===== config.mk =====
export PLATFORM = sky130hd
export DESIGN_NAME = tcc_channel0
export DESIGN_NICKNAME = d
export VERILOG_FILES = /design/src/hdl/tcc_pkg.sv /design/src/hdl/tcc_channel0.sv /design/src/hdl/tcc_edge_detect.sv
export SDC_FILE = /design/constraint.sdc
export NUM_CORES = 1
export LEC_CHECK = 0
export BUFFER_PORTS_ARGS = -buffer_cell sky130_fd_sc_hd__buf_4
export CAP_MARGIN = 20
export CORE_MARGIN = 1.5
export CORE_UTILIZATION = 50
export CTS_BUF_LIST = sky130_fd_sc_hd__clkbuf_8 sky130_fd_sc_hd__clkbuf_16
export CTS_CLUSTER_SIZE = 16
export DETAILED_ROUTE_END_ITERATION = 6
export GPL_TIMING_DRIVEN = 0
export PLACE_DENSITY = 0.7
export SYNTH_ARGS = -nofsm -noshare
export SYNTH_HDL_FRONTEND = slang
export SYNTH_SLANG_ARGS = --single-unit

===== constraint.sdc =====
create_clock -name mclk_i -period 2.65 [get_ports mclk_i]
set_clock_uncertainty 0.1 [all_clocks]
set_input_delay 0.1325 -clock mclk_i [delete_from_list [all_inputs] [get_ports mclk_i]]
set_output_delay 0.1325 -clock mclk_i [all_outputs]
set_load 0.1 [all_outputs]

===== src/hdl/tcc_pkg.sv =====
// Package of constants and types for the channel-0 capture/compare block.
package tcc_pkg;

  // ==========================================================================
  // Register map
  // ==========================================================================
  localparam logic [3:0] TCC_ADDR_CAPCMP = 4'h0;
  localparam logic [3:0] TCC_ADDR_CTL0 = 4'h1;
  localparam logic [3:0] TCC_ADDR_OPT0 = 4'h2;
  localparam logic [3:0] TCC_ADDR_CTL1 = 4'h3;
  localparam logic [3:0] TCC_ADDR_CNT = 4'h4;
  localparam int TCC_AW = 4;
  localparam int TCC_DW = 16;

  // ==========================================================================
  // Field positions
  // ==========================================================================
  localparam int TCC_CTL0_CE_BIT = 7;
  localparam int TCC_OPT0_CCS0_BIT = 4;
  localparam int TCC_OPT0_OVF_BIT = 0;
  localparam int TCC_CTL1_MODE_LSB = 0;
  localparam int TCC_CTL1_OE_BIT = 4;
  localparam int TCC_CTL1_EDGE_LSB = 5;

  // ==========================================================================
  // Reset values and counter maximum
  // ==========================================================================
  localparam logic [15:0] TCC_CAPCMP_RST = 16'h0000;
  localparam logic [15:0] TCC_CNT_RST = 16'h0000;
  localparam logic [15:0] TCC_CNT_MAX = 16'hffff;
  localparam logic [2:0] TCC_MODE_RST = 3'h0;
  localparam logic [1:0] TCC_EDGE_RST = 2'h0;
  localparam logic [15:0] TCC_RD_ZERO = 16'h0000;

  // ==========================================================================
  // Modes and edges
  // ==========================================================================
  localparam logic [2:0] TCC_MODE_INTERVAL = 3'h0;
  localparam logic [2:0] TCC_MODE_EXT_EVENT = 3'h1;
  localparam logic [2:0] TCC_MODE_EXT_TRIG = 3'h2;
  localparam logic [2:0] TCC_MODE_ONE_SHOT = 3'h3;
  localparam logic [2:0] TCC_MODE_PWM = 3'h4;
  localparam logic [2:0] TCC_MODE_FREE_RUN = 3'h5;
  localparam logic [2:0] TCC_MODE_PULSE_WIDTH = 3'h6;
  localparam logic [2:0] TCC_MODE_TRI_PWM = 3'h7;
  localparam logic [1:0] TCC_EDGE_NONE = 2'h0;
  localparam logic [1:0] TCC_EDGE_RISE = 2'h1;
  localparam logic [1:0] TCC_EDGE_FALL = 2'h2;
  localparam logic [1:0] TCC_EDGE_BOTH = 2'h3;

  typedef enum logic [1:0] {
    TCC_ROLE_COMPARE,
    TCC_ROLE_CAPTURE
  } tcc_role_t;

  // ==========================================================================
  // Bus carrier
  // ==========================================================================
  typedef struct packed {
    logic [TCC_AW-1:0] addr;
    logic [TCC_DW-1:0] wdata;
    logic wr;
    logic rd;
  } tcc_bus_req_t;

endpackage


===== src/hdl/tcc_channel0.sv =====
// Channel-0 capture/compare unit with its 16-bit counter and register port.
//
// Our own choices: the placing of the registers and the plain strobed port.
`timescale 1ns/1ps
`default_nettype none

module tcc_channel0
  import tcc_pkg::*;
#(
  parameter int DW = TCC_DW
)
(
  input wire logic mclk_i,
  input wire logic sys_rst_i,
  input wire logic clk_en_i,
  input wire tcc_bus_req_t bus_i,
  output logic [DW-1:0] rdata_o,
  input wire logic capture_input_pin0_i,
  output logic timer_output_pin0_o,
  output logic channel0_match_irq_o,
  output logic counter_overflow_irq_o
);

  // ==========================================================================
  // State
  // ==========================================================================
  logic [DW-1:0] capture_compare_channel0;
  logic [DW-1:0] channel0_shadow;
  logic [DW-1:0] count;
  logic timer_count_enable;
  logic channel0_role_select;
  logic counter_overflow_flag;
  logic [2:0] mode;
  logic out_enable;
  logic [1:0] edge_sel;
  logic count_en_d;

  // ==========================================================================
  // Decoding
  // ==========================================================================
  function automatic logic hit(input tcc_bus_req_t b, input logic [3:0] a);
    return b.addr == a;
  endfunction

  wire logic wr_ccr = bus_i.wr & hit(bus_i, TCC_ADDR_CAPCMP);
  wire logic wr_ctl0 = bus_i.wr & hit(bus_i, TCC_ADDR_CTL0);
  wire logic wr_opt0 = bus_i.wr & hit(bus_i, TCC_ADDR_OPT0);
  wire logic wr_ctl1 = bus_i.wr & hit(bus_i, TCC_ADDR_CTL1);

  wire tcc_role_t role =
    (mode == TCC_MODE_PULSE_WIDTH) ? TCC_ROLE_CAPTURE :
    ((mode == TCC_MODE_FREE_RUN) && channel0_role_select) ? TCC_ROLE_CAPTURE :
    TCC_ROLE_COMPARE;

  wire logic is_capture = (role == TCC_ROLE_CAPTURE);
  wire logic is_cycle = (mode != TCC_MODE_FREE_RUN) && (mode != TCC_MODE_PULSE_WIDTH);
  wire logic running = timer_count_enable & clk_en_i;
  wire logic capture_edge;
  wire logic match = running && !is_capture && (count == channel0_shadow);
  wire logic cap_fire = running && is_capture && capture_edge;
  wire logic clear_cnt = (match && is_cycle) ||
                         (cap_fire && (mode == TCC_MODE_PULSE_WIDTH));
  wire logic wrap = running && (mode == TCC_MODE_FREE_RUN) && (count == TCC_CNT_MAX);
  wire logic start = timer_count_enable & ~count_en_d;

  wire logic [DW-1:0] next_count = start ? TCC_CNT_RST :
                                   clear_cnt ? TCC_CNT_RST : count + 1'b1;

  // Overflow: hardware set beats a software clear in the same cycle.
  wire logic ovf_clr = wr_opt0 & ~bus_i.wdata[TCC_OPT0_OVF_BIT];
  wire logic next_ovf = wrap | (counter_overflow_flag & ~ovf_clr);

  wire logic [DW-1:0] opt0_view = {{(DW-8){1'b0}}, 3'h0, channel0_role_select,
                                   3'h0, counter_overflow_flag};
  wire logic [DW-1:0] ctl0_view = {{(DW-8){1'b0}}, timer_count_enable, 7'h00};
  wire logic [DW-1:0] ctl1_view = {{(DW-7){1'b0}}, edge_sel, out_enable, 1'b0, mode};
  // The register read sees the value as it stands at the strobe; a capture in
  // that same cycle lands one edge later, so the word is never torn.
  wire logic [DW-1:0] rd_mux =
    hit(bus_i, TCC_ADDR_CAPCMP) ? capture_compare_channel0 :
    hit(bus_i, TCC_ADDR_CTL0) ? ctl0_view :
    hit(bus_i, TCC_ADDR_OPT0) ? opt0_view :
    hit(bus_i, TCC_ADDR_CTL1) ? ctl1_view :
    hit(bus_i, TCC_ADDR_CNT) ? count : TCC_RD_ZERO;

  // ==========================================================================
  // Capture input
  // ==========================================================================
  tcc_edge_detect u_edge (
    .mclk_i(mclk_i),
    .sys_rst_i(sys_rst_i),
    .ce_i(clk_en_i),
    .pin_i(capture_input_pin0_i),
    .edge_sel_i(edge_sel),
    .edge_o(capture_edge)
  );

  // ==========================================================================
  // Registers
  // ==========================================================================
  always_ff @(posedge mclk_i or posedge sys_rst_i) begin
    if (sys_rst_i) begin
      capture_compare_channel0 <= TCC_CAPCMP_RST;
      channel0_shadow <= TCC_CAPCMP_RST;
    end else if (clk_en_i) begin
      if (cap_fire) begin
        capture_compare_channel0 <= count;
      end else if (wr_ccr) begin
        capture_compare_channel0 <= bus_i.wdata;
      end
      if (wr_ccr && !is_capture) begin
        channel0_shadow <= bus_i.wdata;
      end
    end
  end

  always_ff @(posedge mclk_i or posedge sys_rst_i) begin
    if (sys_rst_i) begin
      timer_count_enable <= 1'b0;
      channel0_role_select <= 1'b0;
      mode <= TCC_MODE_RST;
      out_enable <= 1'b0;
      edge_sel <= TCC_EDGE_RST;
      count_en_d <= 1'b0;
    end else if (clk_en_i) begin
      count_en_d <= timer_count_enable;
      if (wr_ctl0) begin
        timer_count_enable <= bus_i.wdata[TCC_CTL0_CE_BIT];
      end
      // Role select is taken as written; software keeps it steady while running.
      if (wr_opt0) begin
        channel0_role_select <= bus_i.wdata[TCC_OPT0_CCS0_BIT];
      end
      if (wr_ctl1) begin
        mode <= bus_i.wdata[TCC_CTL1_MODE_LSB +: 3];
        out_enable <= bus_i.wdata[TCC_CTL1_OE_BIT];
        edge_sel <= bus_i.wdata[TCC_CTL1_EDGE_LSB +: 2];
      end
    end
  end

  always_ff @(posedge mclk_i or posedge sys_rst_i) begin
    if (sys_rst_i) begin
      count <= TCC_CNT_RST;
      counter_overflow_flag <= 1'b0;
      timer_output_pin0_o <= 1'b0;
      channel0_match_irq_o <= 1'b0;
      counter_overflow_irq_o <= 1'b0;
      rdata_o <= TCC_RD_ZERO;
    end else if (clk_en_i) begin
      if (running) begin
        count <= next_count;
      end else begin
        count <= TCC_CNT_RST;
      end
      counter_overflow_flag <= next_ovf;
      counter_overflow_irq_o <= wrap;
      channel0_match_irq_o <= match;
      if (match && out_enable) begin
        timer_output_pin0_o <= ~timer_output_pin0_o;
      end
      rdata_o <= bus_i.rd ? rd_mux : TCC_RD_ZERO;
    end
  end
endmodule // tcc_channel0

`default_nettype wire


===== src/hdl/tcc_edge_detect.sv =====
// Pin synchroniser and selectable valid-edge detector for the capture input.
`timescale 1ns/1ps
`default_nettype none

module tcc_edge_detect
  import tcc_pkg::*;
(
  input wire logic mclk_i,
  input wire logic sys_rst_i,
  input wire logic ce_i,
  input wire logic pin_i,
  input wire logic [1:0] edge_sel_i,
  output logic edge_o
);

  // ==========================================================================
  // Two-stage synchroniser and history
  // ==========================================================================
  logic sync1;
  logic sync2;
  logic prev;

  always_ff @(posedge mclk_i or posedge sys_rst_i) begin
    if (sys_rst_i) begin
      sync1 <= 1'b0;
      sync2 <= 1'b0;
      prev <= 1'b0;
    end else if (ce_i) begin
      sync1 <= pin_i;
      sync2 <= sync1;
      prev <= sync2;
    end
  end

  wire logic rise = sync2 & ~prev;
  wire logic fall = ~sync2 & prev;

  assign edge_o = ce_i & (((edge_sel_i == TCC_EDGE_RISE) & rise) |
                          ((edge_sel_i == TCC_EDGE_FALL) & fall) |
                          ((edge_sel_i == TCC_EDGE_BOTH) & (rise | fall)));

endmodule // tcc_edge_detect

`default_nettype wire


==> metrics.txt <==
Achievable Freq=423 MHz; minimum clock period=between 2000 and 2500 ps; Clock Path Buffers=2; Tot GR Track Use=approximately 24%; final hold violation count=0; Die H=between 90 and 100 um; crit path max fanout=10; FF-to-FF path depth=8; Initial Utilization=52.0%; nets@finish=476; DRT Pass-1 Iters=4; Slew Limit Fails=0; placed cell count=519; H-Tree Depth=3; remaining global-route overflow=0; largest net degree at the start of global routing=between 40 and 50; 1st-iter DRT viols=135; first-pass GRT wire length=15900 um; PwrDens=roughly 590 nW/um2; Synth area leader=dfrtp_1; prevailing post-synth register cell=dfrtp_1; Root Buffer=clkbuf_8; WHS Path Cells=4; DRC violation count after routing=0; vias in the first global route=between 3000 and 4000; Routed Antenna Nets=0; Avg Cell Area, Syn=around 11 um2; IO Port Bufs=42; placed inst area=4500 um2; CTS tree=yes; Final HPWL DP=7020 um; via count=3180; core area=around 7800 um2; fin area=between 4000 and 5000 um2; Final Cycle Share=between 80% and 90%; RR Endpoint=capture_compare_channel0[2]; synthesized area=approximately 4000 um2; Critical Path Start Type=flop; Area Growth Syn to Fin=21.3%; EDFF count, synth=0; antenna violations before repair=0; P_leak=0.00214 uW; I/O pin count=45; clock latency on the worst-skew pair=approximately 350 ps; Die ar.=8620 um2; Hold Crit Start=bus_i[21]; hold path endpoint=rdata_o[2]; diode count=0; R2R Setup Slk=between 200 and 300 ps; worst r2r src=u_edge.prev; Routed WL=about 9600 um; CTS clk-pin slew, worst paths=90 ps; final setup fails=0; outcome=finished clean; measured slew at the worst slew-check pin=between 500 and 600 ps; FFs w/ async S/R, synth=100%; Yosys reg bits=80; top post-synthesis cells by area=dfrtp_1 50%, mux2_2 4.7%, mux2i_1 4.5%; floorplan row count=32; Finished Layout Cells=~550; # fillers=683; Slew HR=between 60% and 70%; worst min path class=in -> reg; Synth top area share=between 40% and 50%; WS Path Type=reg -> reg; worst endpoint required time=roughly 2800 ps; CTS Buf Count=9; peak supply drop=around 0.31 mV; RePlAce Congestion=a little under 0.9; post-synthesis sequential area ratio=49.6%; final worst slack=286 ps; routed len/inst=~17 um; Place WS=295 ps; CP endpoint kind=flop; Via density=~5.7; RSZ-0062 raised after global routing=no; YS warnings=0; fin util=around 63%; Arr. time, crit path=between 2000 and 3000 ps; setup bufs post-CTS=0; max-cap check violation count=0; share of post-route cells with drive strength above 1=between 20% and 30%; Chip Width=between 90 and 100 um; Sink Count=80; syn nets=approximately 400; Synth cell types=52; Gate Count Post-Synth=about 370
state kept, by name, summed over array words and instances, names as in the netlist:
register                  cells
u_edge.prev                   1
rdata_o                      16
channel0_match_irq_o          1
edge_sel                      2
u_edge.sync1                  1
out_enable                    1
channel0_role_select          1
timer_output_pin0_o           1
count                        16
channel0_shadow              16
timer_count_enable            1
count_en_d                    1
u_edge.sync2                  1
capture_compare_channel0     16
mode                          3
counter_overflow_flag         1
counter_overflow_irq_o        1
worst max-delay path, cell delays in order, from the launching register on:
cell and delay [ps]:
dfrtp_1 360, inv_1 60, ha_1 280, nand2_1 80, a31oi_2 150, nor3_4 510, buf_4 330, mux2i_1 270
a21oi_1 110
layout make-up:
cell class | count | area [um2] | share of cell area, %
Buffer | 27 | 135 | 2.76
Clock buffer | 10 | 138 | 2.81
Clock inverter | 6 | 67.6 | 1.38
Inverter | 9 | 36.3 | 0.741
Multi-Input combinational cell | 258 | 1870 | 38.1
Sequential cell | 80 | 2000 | 40.9
Tap cell | 102 | 128 | 2.61
Timing Repair Buffer | 62 | 526 | 10.7
cells by family after synthesis:
family	after synthesis	synth area share (%)
flops	80	49.6
mux	45	12.0
compound gates	91	16.1
simple gates	101	13.2
xor+xnor	18	3.91
fa+ha+maj	3	0.930
buf+inv	36	4.18
cell usage after synthesis, types with 3 or more instances:
cell type	count
a31oi_1	9
nand4_1	6
o2bb2ai_1	15
a221o_1	3
mux2i_1	18
o21ai_0	8
and3_1	5
buf_4	3
xor2_1	3
inv_1	8
o21ai_1	3
xnor2_1	15
mux2_2	17
nand2_1	22
nand2b_1	3
ha_1	3
a22oi_1	13
clkbuf_1	11
dfrtp_1	80
nand3_1	8
a21oi_1	26
buf_2	12
nor2_1	36
nor2b_1	3
mux2_1	10
report_power, final:
group	switching (uW)	internal, uW
logic	268	221
clock network	472	466
registers	111	1380
total	851	2060
per-stage QoR:
step / total power [uW] / hold WS, ps / TNS, ps
2_1_floorplan: 1830 / 162 / 0
3_3_place_gp: 1950 / 268 / -49730
3_5_place_dp: 1980 / 110 / 0
4_1_cts: 2930 / 58.5 / 0
5_1_grt: 3040 / 75.8 / 0
6_report: 2910 / 65.3 / 0
cell usage in the layout (no fill, tap or decap), types with 2 or more instances in the layout:
master	Yosys	routed
dfrtp_1	80	80
buf_4	3	45
nor2_1	36	36
a21oi_1	26	26
nand2_1	22	22
dlygate4sd3_1	0	19
mux2i_1	18	18
mux2_2	17	17
xnor2_1	15	15
o2bb2ai_1	15	15
a22oi_1	13	13
buf_2	12	12
clkbuf_1	11	11
mux2_1	10	10
clkbuf_8	0	10
a31oi_1	9	9
inv_1	8	8
o21ai_0	8	8
nand3_1	8	8
nand4_1	6	6
and3_1	5	5
nor2b_1	3	3
xor2_1	3	3
o21ai_1	3	3
a221o_1	3	3
nand2b_1	3	3
ha_1	3	3
or2_1	2	2
and3b_1	2	2
a22o_1	2	2
nor3_1	2	2
a222oi_1	2	2
or2b_1	2	2
a41oi_1	2	2
inv_6	0	2
timing repair:
action | in CTS | in global routing
gates resized for setup | 0 | 0
hold endpoints to repair | 70 | 0
hold buffers | 19 | 0
how the worst max path moves through the flow:
| stage | startpoint | end | slack (ps) | cells after the start |
|---|---|---|---|---|
| floorplan | sys_rst_i | capture_compare_channel0[0] | 370 | 1 |
| global placement | sys_rst_i | count[12] | -630 | 2 |
| detailed placement | u_edge.prev | capture_compare_channel0[5] | 300 | 8 |
| CTS | u_edge.prev | capture_compare_channel0[5] | 280 | 8 |
| global route | u_edge.prev | capture_compare_channel0[5] | 130 | 9 |
| finish | u_edge.prev | capture_compare_channel0[2] | 290 | 8 |
per-layer routing:
layer | wire length, um | vias up | part of all wire (%) | global-route usage [%]
li1 | - | 1500 | - | -
met2 | 4600 | 68 | 48 | 39.2
met4 | 114 | 0 | 1.2 | 7.45
met1 | 4620 | 1601 | 48 | 32.8
met5 | 0 | - | 0 | 0
met3 | 304 | 11 | 3.2 | 4.68
Note: power is estimated with default switching activity, not from simulation.
